`config.mk`:
```
export PLATFORM = sky130hd
export DESIGN_NAME = speed_torque_command_conditioning
export DESIGN_NICKNAME = d
export VERILOG_FILES = /design/src/core/cmd_cond_pkg.sv /design/src/core/speed_torque_command_conditioning.sv
export SDC_FILE = /design/constraint.sdc
export NUM_CORES = 1
export LEC_CHECK = 0
export BUFFER_PORTS_ARGS = -buffer_cell sky130_fd_sc_hd__buf_2
export CORE_MARGIN = 2
export CORE_UTILIZATION = 50
export CTS_CLUSTER_DIAMETER = 30
export DETAILED_ROUTE_END_ITERATION = 8
export MAX_ROUTING_LAYER = met4
export PLACE_DENSITY_LB_ADDON = 0.2
export SLEW_MARGIN = 20
export SYNTH_ARGS = -nofsm -noshare
export SYNTH_HDL_FRONTEND = slang
export SYNTH_SLANG_ARGS = --single-unit
```
`constraint.sdc`:
```
create_clock -name core_clk_i -period 22.4 [get_ports core_clk_i]
set_input_delay 2.24 -clock core_clk_i [delete_from_list [all_inputs] [get_ports core_clk_i]]
set_output_delay 2.24 -clock core_clk_i [all_outputs]
set_load 0.01 [all_outputs]
```
`src/core/cmd_cond_pkg.sv`:
```
package cmd_cond_pkg;
    // Clock and time base
    localparam int CLK_PERIOD_PS = 25000;
    localparam int US_PS = 1000000;
    localparam int MS_US = 1000;
    localparam int CYC_PER_US = US_PS / CLK_PERIOD_PS;
    // Ramp setting is ms per 1000 r/min, so one r/min step takes setting microseconds
    localparam int RAMP_REF_RPM = 1000;
    localparam int US_PER_RPM_PER_MS = MS_US / RAMP_REF_RPM;
    localparam int RAMP_CNT_W = 19;
    localparam logic [13:0] RAMP_SET_MAX = 14'h2710;
    // S-curve: moving average of 16 taps spread over the programmed width
    localparam int SC_TAPS = 16;
    localparam int SC_SHIFT = 4;
    localparam int SC_CYC_PER_MS = MS_US * CYC_PER_US / SC_TAPS;
    localparam int SC_CNT_W = 22;
    // Zero clamp
    localparam logic [1:0] ZC_SEL_OFF = 2'h0;
    localparam logic [1:0] ZC_SEL_FORCE = 2'h1;
    localparam logic [1:0] ZC_SEL_HOLD = 2'h2;
    localparam logic [1:0] ZC_SEL_HYST = 2'h3;
    localparam logic [14:0] ZC_LEVEL_DFLT = 15'h001E;
    localparam logic [14:0] ZC_LEVEL_MIN = 15'h000A;
    localparam logic [14:0] ZC_LEVEL_MAX = 15'h4E20;
    localparam logic [14:0] ZC_HYST_RPM = 15'h000A;
    // Torque source and mode
    localparam logic [1:0] TQ_SEL_PRI = 2'h0;
    localparam logic [1:0] TQ_SEL_SEC = 2'h1;
    localparam logic [1:0] TQ_SEL_DUAL = 2'h2;
    localparam logic [3:0] MODE_VEL_TORQUE = 4'h5;
    typedef enum logic [2:0] {
        ZC_FREE = 3'b001,
        ZC_FORCE = 3'b010,
        ZC_HOLD = 3'b100
    } zc_state_t;
endpackage

```
`src/core/speed_torque_command_conditioning.sv`:
```
`timescale 1ns/1ps
// Function
// RULE_01: Speed rises at programmed acceleration time per 1000 r/min, range 0 to 10000.
// RULE_02: Speed falls toward zero at programmed deceleration time per 1000 r/min.
// RULE_03: Ramp time equals target over 1000 times setting, in milliseconds.
// RULE_04: S-curve of programmed width rounds ramp corners, centred on each inflection.
// RULE_05: Zero clamp selection 0 ignores the zero clamp input.
// RULE_06: Selection 1 forces speed command to zero while the clamp is active.
// RULE_07: Selection 2 forces zero, then position hold once speed at or below level.
// RULE_08: Selection 3 holds position when clamp active and speed below level minus 10.
// RULE_09: Selection 3 speed detection uses a 10 r/min hysteresis band.
// RULE_10: Zero clamp level accepts 10 to 20000 r/min, defaulting to 30.
// RULE_11: Zero clamp input is break contact by default: active while terminal open.
// RULE_12: Torque source 0: primary analog torque, speed limit from first value.
// RULE_13: Torque source 1: secondary analog torque, speed limit from primary input.
// RULE_14: Torque source 2: primary analog torque, limit from two per-direction values.
// RULE_15: Velocity/torque mode 5 takes torque from the secondary 12-bit input.
// RULE_16: Direction selection 0: torque command sign gives direction.
// RULE_17: Direction selection 1: torque sign input inactive positive, active negative.
// RULE_18: Source 2 uses first limit for positive, second for negative direction.
// RULE_19: Zero acceleration or deceleration setting passes the command straight through.
module speed_torque_command_conditioning
    import cmd_cond_pkg::*;
#(
    parameter int SCURVE_W = 10
) (
    input wire logic core_clk_i,
    input wire logic rst_i,
    input wire logic signed [15:0] speed_cmd_i,
    input wire logic signed [15:0] actual_speed_i,
    input wire logic [13:0] accel_time_setting_i,
    input wire logic [13:0] decel_time_setting_i,
    input wire logic [SCURVE_W-1:0] scurve_time_i,
    input wire logic zero_clamp_input_i,
    input wire logic zero_clamp_make_contact_i,
    input wire logic [1:0] zero_clamp_select_i,
    input wire logic [14:0] zero_clamp_level_i,
    input wire logic signed [15:0] analog_in_primary_i,
    input wire logic signed [11:0] analog_in_secondary_i,
    input wire logic [1:0] torque_source_select_i,
    input wire logic torque_direction_select_i,
    input wire logic torque_sign_input_i,
    input wire logic [14:0] speed_limit_first_i,
    input wire logic [14:0] speed_limit_second_i,
    input wire logic [3:0] control_mode_setting_i,
    output logic signed [15:0] speed_cmd_o,
    output logic position_hold_o,
    output logic clamp_active_o,
    output logic signed [15:0] torque_cmd_o,
    output logic torque_dir_neg_o,
    output logic [15:0] speed_limit_o
);
    zc_state_t zc_ff, nxt_zc;
    logic signed [15:0] ramp_ff, nxt_ramp;
    logic [RAMP_CNT_W-1:0] ramp_cnt_ff, nxt_ramp_cnt;
    logic [SC_CNT_W-1:0] sc_cnt_ff;
    logic signed [15:0] tap_ff [SC_TAPS];
    logic signed [19:0] sum_ff;

    // Zero clamp decode
    wire clamp_on = zero_clamp_make_contact_i ? zero_clamp_input_i : ~zero_clamp_input_i; // [RULE_11]
    wire level_ok = zero_clamp_level_i >= ZC_LEVEL_MIN && zero_clamp_level_i <= ZC_LEVEL_MAX;
    wire [14:0] zc_level = level_ok ? zero_clamp_level_i : ZC_LEVEL_DFLT; // [RULE_10]
    wire [15:0] act_abs = actual_speed_i[15] ? 16'(-actual_speed_i) : 16'(actual_speed_i);
    wire at_level = act_abs <= {1'b0, zc_level};
    wire below_hys = act_abs < {1'b0, zc_level - ZC_HYST_RPM};
    wire sel_off = zero_clamp_select_i == ZC_SEL_OFF;
    wire sel_force = zero_clamp_select_i == ZC_SEL_FORCE;
    wire sel_hold = zero_clamp_select_i == ZC_SEL_HOLD;
    wire sel_hyst = zero_clamp_select_i == ZC_SEL_HYST;

    always_comb begin
        nxt_zc = zc_ff;
        unique case (zc_ff)
            ZC_FREE: begin
                if (clamp_on && (sel_force || sel_hold)) begin
                    nxt_zc = ZC_FORCE; // [RULE_06]
                end else if (clamp_on && sel_hyst && below_hys) begin
                    nxt_zc = ZC_HOLD; // [RULE_08]
                end
            end
            ZC_FORCE: begin
                if (!clamp_on || sel_off || sel_hyst) begin
                    nxt_zc = ZC_FREE; // [RULE_05]
                end else if (sel_hold && at_level) begin
                    nxt_zc = ZC_HOLD; // [RULE_07]
                end
            end
            ZC_HOLD: begin
                // Mode 3 keeps the hold until speed climbs above the level itself or the clamp releases
                if (clamp_on && sel_force) begin
                    // Selection 1 keeps the command at zero but drops the shaft lock
                    nxt_zc = ZC_FORCE; // [RULE_06]
                end else if (!clamp_on || sel_off || sel_force || (sel_hyst && !at_level)) begin
                    nxt_zc = ZC_FREE; // [RULE_09]
                end
            end
        endcase
    end

    // Ramp generator: one r/min step every setting microseconds
    wire signed [15:0] target = (zc_ff != ZC_FREE) ? 16'sh0000 : speed_cmd_i; // [RULE_06] [RULE_07]
    wire toward_zero = (ramp_ff > 0 && target < ramp_ff) || (ramp_ff < 0 && target > ramp_ff);
    wire [13:0] accel_set = accel_time_setting_i > RAMP_SET_MAX ? RAMP_SET_MAX : accel_time_setting_i;
    wire [13:0] decel_set = decel_time_setting_i > RAMP_SET_MAX ? RAMP_SET_MAX : decel_time_setting_i;
    wire [13:0] ramp_set = toward_zero ? decel_set : accel_set; // [RULE_02]
    wire [RAMP_CNT_W-1:0] step_cyc = RAMP_CNT_W'(ramp_set * US_PER_RPM_PER_MS * CYC_PER_US); // [RULE_03]
    wire at_target = ramp_ff == target;
    wire step_due = ramp_cnt_ff >= step_cyc - RAMP_CNT_W'(1);
    wire step_up = target > ramp_ff;

    always_comb begin
        nxt_ramp = ramp_ff;
        nxt_ramp_cnt = ramp_cnt_ff + RAMP_CNT_W'(1);
        if (ramp_set == 14'h0000) begin
            nxt_ramp = target; // [RULE_19]
            nxt_ramp_cnt = '0;
        end else if (at_target) begin
            nxt_ramp_cnt = '0;
        end else if (step_due) begin
            nxt_ramp = step_up ? ramp_ff + 16'sh0001 : ramp_ff - 16'sh0001; // [RULE_01] [RULE_02]
            nxt_ramp_cnt = '0;
        end
    end

    always_ff @(posedge core_clk_i) begin
        if (rst_i) begin
            zc_ff <= ZC_FREE;
            ramp_ff <= '0;
            ramp_cnt_ff <= '0;
        end else begin
            zc_ff <= nxt_zc;
            ramp_ff <= nxt_ramp;
            ramp_cnt_ff <= nxt_ramp_cnt;
        end
    end

    // S-curve: moving average spreads each ramp corner evenly about its centre.
    // Bypassed width samples every cycle so the taps stay current for a later enable.
    wire sc_bypass = scurve_time_i == '0;
    wire [SC_CNT_W-1:0] sc_cyc = SC_CNT_W'(scurve_time_i * SC_CYC_PER_MS);
    wire sc_tick = sc_bypass || sc_cnt_ff >= sc_cyc - SC_CNT_W'(1);
    wire signed [19:0] nxt_sum = sum_ff + 20'(ramp_ff) - 20'(tap_ff[SC_TAPS-1]);
    wire signed [15:0] sc_out = 16'(nxt_sum >>> SC_SHIFT);

    genvar gi;
    generate
        for (gi = 0; gi < SC_TAPS; gi++) begin : g_tap
            always_ff @(posedge core_clk_i) begin
                if (rst_i) begin
                    tap_ff[gi] <= '0;
                end else if (sc_tick) begin
                    tap_ff[gi] <= (gi == 0) ? ramp_ff : tap_ff[(gi == 0) ? 0 : gi - 1]; // [RULE_04]
                end
            end
        end
    endgenerate

    always_ff @(posedge core_clk_i) begin
        if (rst_i) begin
            sc_cnt_ff <= '0;
            sum_ff <= '0;
        end else begin
            sc_cnt_ff <= sc_tick ? '0 : sc_cnt_ff + SC_CNT_W'(1);
            sum_ff <= sc_tick ? nxt_sum : sum_ff;
        end
    end

    // Torque source, direction and speed limit
    wire use_sec = torque_source_select_i == TQ_SEL_SEC || control_mode_setting_i == MODE_VEL_TORQUE; // [RULE_15]
    wire signed [15:0] sec_scaled = {analog_in_secondary_i, 4'h0};
    wire signed [15:0] nxt_torque = use_sec ? sec_scaled : analog_in_primary_i; // [RULE_12] [RULE_13] [RULE_14]
    wire nxt_dir_neg = torque_direction_select_i ? torque_sign_input_i : nxt_torque[15]; // [RULE_16] [RULE_17]
    wire [15:0] pri_abs = analog_in_primary_i[15] ? 16'(-analog_in_primary_i) : 16'(analog_in_primary_i);
    wire limit_zero = clamp_on && !sel_off && torque_source_select_i != TQ_SEL_SEC;
    wire [14:0] dual_lim = nxt_dir_neg ? speed_limit_second_i : speed_limit_first_i; // [RULE_18]
    wire [15:0] nxt_limit = limit_zero ? 16'h0000 :
        torque_source_select_i == TQ_SEL_SEC ? pri_abs : // [RULE_13]
        torque_source_select_i == TQ_SEL_DUAL ? {1'b0, dual_lim} : {1'b0, speed_limit_first_i}; // [RULE_12]

    always_ff @(posedge core_clk_i) begin
        if (rst_i) begin
            speed_cmd_o <= '0;
            position_hold_o <= 1'b0;
            clamp_active_o <= 1'b0;
            torque_cmd_o <= '0;
            torque_dir_neg_o <= 1'b0;
            speed_limit_o <= '0;
        end else begin
            speed_cmd_o <= sc_bypass ? ramp_ff : (sc_tick ? sc_out : speed_cmd_o);
            position_hold_o <= zc_ff == ZC_HOLD;
            clamp_active_o <= clamp_on && !sel_off; // [RULE_05]
            torque_cmd_o <= nxt_torque;
            torque_dir_neg_o <= nxt_dir_neg;
            speed_limit_o <= nxt_limit;
        end
    end
endmodule

```
==> impl_metrics.csv <==
group,metric,value,unit
timing,grt_setup_unrepaired,"no",
timing,skew,0.03035,ns
cts,root_buffer,"clkbuf_16",
final_layout,finalNetCount,2888,
floorplan,die_area,48010,um2
min_path,hp-class,"flop to flop",
cts,h-tree-depth,3,
cts,clockBufferDepth,3,
status,outcome,"completed",
timing,hold_ws,0.4493,ns
synth,synth_cells,2274,
worst_setup_path,cp_max_fo,80,
pwr,p_per_area,94.87,nW/um2
synth,yosys_most_used_dff,"edfxtp_1",
worst_setup_path,cpMostUsedCell,"ha_1",
timing,finalCriticalPeriod,11.36,ns
job,drv_cap,0,
cts,cts.sinks,387,
worst_setup_path,worst_ep_required_time,22.62,ns
worst_setup_path,slowest_delay,0.86,ns
grt,antenna_found_initial,15,
pwr,vdd_drop_max,0.00006745,V
cts,postCtsSetupBuffers,0,
synth,synth_area_leaders,"edfxtp_1 (33%), ha_1 (11%), dfxtp_1 (11%)",
timing,hold_viol_final,0,
synth,yosysSeqAreaShare,44.56,%
synth,yosys_register_bits,387,
floorplan,ios,208,
grt,grt_pass1_wl,86050,um
detailed_routing,wl_per_cell,16.73,um
floorplan,core_area,45480,um2
cts,ctsHoldBuffers,0,
cts,cts_tree,"done",
grt,grt_pass1_vias,17294,
synth,netlist.area_leader.share,33.23,%
timing,finalSetupTns,0,ns
cts,cts_resized,0,
synth,synth_top_cells_by_count,"and3_1 (256), edfxtp_1 (256), ha_1 (212)",
synth,ys_warn_count,0,
timing,slew_headroom,32.41,%
synth,netlist_area,23140,um2
final_layout,area.growth.synth_to_final,20.55,%
timing,fin_crit_sh,50.70,%
timing,maxSlewViolCount,0,
detailed_routing,drc_errors,0,
worst_setup_path,end_kind,"flop",
synth,avgSynthCellArea,10.17,um2
worst_setup_path,cp_slowest_cell,"buf_4",
floorplan,die_x,219.1,um
synth,syn_nets,2681,
synth,yosysTopAreaCell,"edfxtp_1",
floorplan,initial_utilization,50.87,%
synth,async_flop_share,0,%
detailed_routing,dr.first_iter.drc_count,1117,
worst_setup_path,start_kind,"input pin",
detailed_routing,via_per_inst,5.570,
place,gp_congestion,0.9453,
detailed_routing,firstDrtPassIters,5,
pwr,p_leak,0.01267,uW
timing,tightestPinTransition,1.007,ns
worst_setup_path,cp_data_arrival_time,11.57,ns
worst_setup_path,crit_type,"input pin to flop",
grt,grt_max_degree,130,
synth,synthDistinctLibCells,73,
timing,setup_viol,0,
synth,synth_edf_count,256,
place,port-buffer-count,207,
cts,clk_latency,0.61,ns
cts,clk_pin_slew,0.04,ns
detailed_routing,drt_wl_total,53020,um
grt,grt_usage,22.77,%
floorplan,rows,78,
place,post-dp-hpwl,36560,um
detailed_routing,num_vias,17647,
floorplan,die_y,219.1,um
final_layout,drive_above_1_share,15.62,%
timing,fmax,0.08806,GHz
detailed_routing,antenna_left,0,
grt,grt.overflow.total,0,
cts,cts_buffers,86,
-- stage by stage --
| step | instance area (um2) | utilization (%) | cells | power, uW | setup WS (ns) |
|---|---|---|---|---|---|
| 3_3_place_gp | 24660 | 54.23 | 2993 | 1275 | 10.80 |
| 2_1_floorplan | 23140 | - | 2274 | 1180 | 7.099 |
| 3_5_place_dp | 24670 | 54.24 | 2993 | 1291 | 10.46 |
| 6_report | 27890 | 61.33 | 3168 | 2646 | 11.04 |
| 5_1_grt | 27890 | 61.33 | 3168 | 2771 | 10.34 |
| 4_1_cts | 27850 | 61.23 | 3155 | 2665 | 11.09 |
-- path summary, 6_finish.rpt --
path | startpoint | endpoint | slack [ns] | cells past startpoint
worst max-delay path | scurve_time_i[3] | tap_ff[1][106] | 11.04 | 27
worst min-delay path | sum_ff[2] | sum_ff[2] | 0.45 | 2
worst max register to register | zc_ff[2] | ramp_ff[8] | 13.12 | 33
worst min register to register | sum_ff[2] | sum_ff[2] | 0.45 | 2
-- cell families after synthesis --
kind of cell | count (synthesis) | share of synthesized area [%]
buffers and inverters | 256 | 4.180
AO/OA/AOI/OAI | 358 | 10.35
flip-flops | 387 | 44.56
multiplexers | 25 | 1.098
AND/OR/NAND/NOR | 847 | 19.34
adder cells (fa/ha/maj) | 250 | 14.75
XOR/XNOR | 151 | 5.716
-- state kept, by name (all words and copies together), names as in the netlist --
signal            cells
sc_cnt_ff            22
torque_dir_neg_o      1
sum_ff               20
position_hold_o       1
speed_limit_o        16
tap_ff              256
clamp_active_o        1
torque_cmd_o         16
ramp_ff              16
speed_cmd_o          16
ramp_cnt_ff          19
zc_ff                 3
-- cells in the final DEF, fill, tap and decap left out, types with 12 or more instances in the layout --
master / count
nor2_1: 192
clkinv_2: 12
o21ai_0: 66
nor2b_1: 22
a21o_1: 25
diode_2: 13
xnor2_1: 89
ha_1: 212
or3_1: 17
a211oi_1: 31
edfxtp_1: 256
nand2_1: 128
nand2b_1: 23
bufinv_16: 17
inv_1: 154
o21a_1: 19
clkbuf_16: 89
a21oi_1: 95
nor4_1: 15
mux2i_1: 21
nand4_1: 24
a31oi_1: 12
buf_2: 207
nand3_1: 46
xor2_1: 62
and2_1: 26
fa_1: 38
dfxtp_1: 131
a311oi_1: 15
nor3_1: 47
and3_1: 256
-- where the power goes --
part           internal, uW  switching [uW]
sequential              785            9.48
combinational           206             284
clock                   948             414
total                  1940             707
-- layout make-up --
class	instances	area, um2
Timing Repair Buffer	219	1130
Multi-Input combinational cell	1631	11900
Clock buffer	104	2364
Tap cell	600	750.7
Inverter	156	590.6
Clock inverter	58	818.3
Antenna cell	13	32.53
Fill cell	3789	17590
Sequential cell	387	10310
-- layer usage --
layer | track usage [%] | up-vias | share of wire (%)
li1 | - | 8689 | -
met1 | 28.92 | 8383 | 45
met2 | 35.92 | 484 | 46
met3 | 4.934 | 91 | 6.4
met4 | 8.288 | 0 | 2.3
met5 | - | - | 0
-- critical path: cells and delay by family --
family,cells,cell delay [ns]
buffers and inverters,6,2.74
adders and majority gates,7,2.49
xor gates and xnor gates,1,0.18
AOI/OAI and AO/OA,5,1.12
and+or+nand+nor,8,2.68
(Power assumes the default switching activity.)
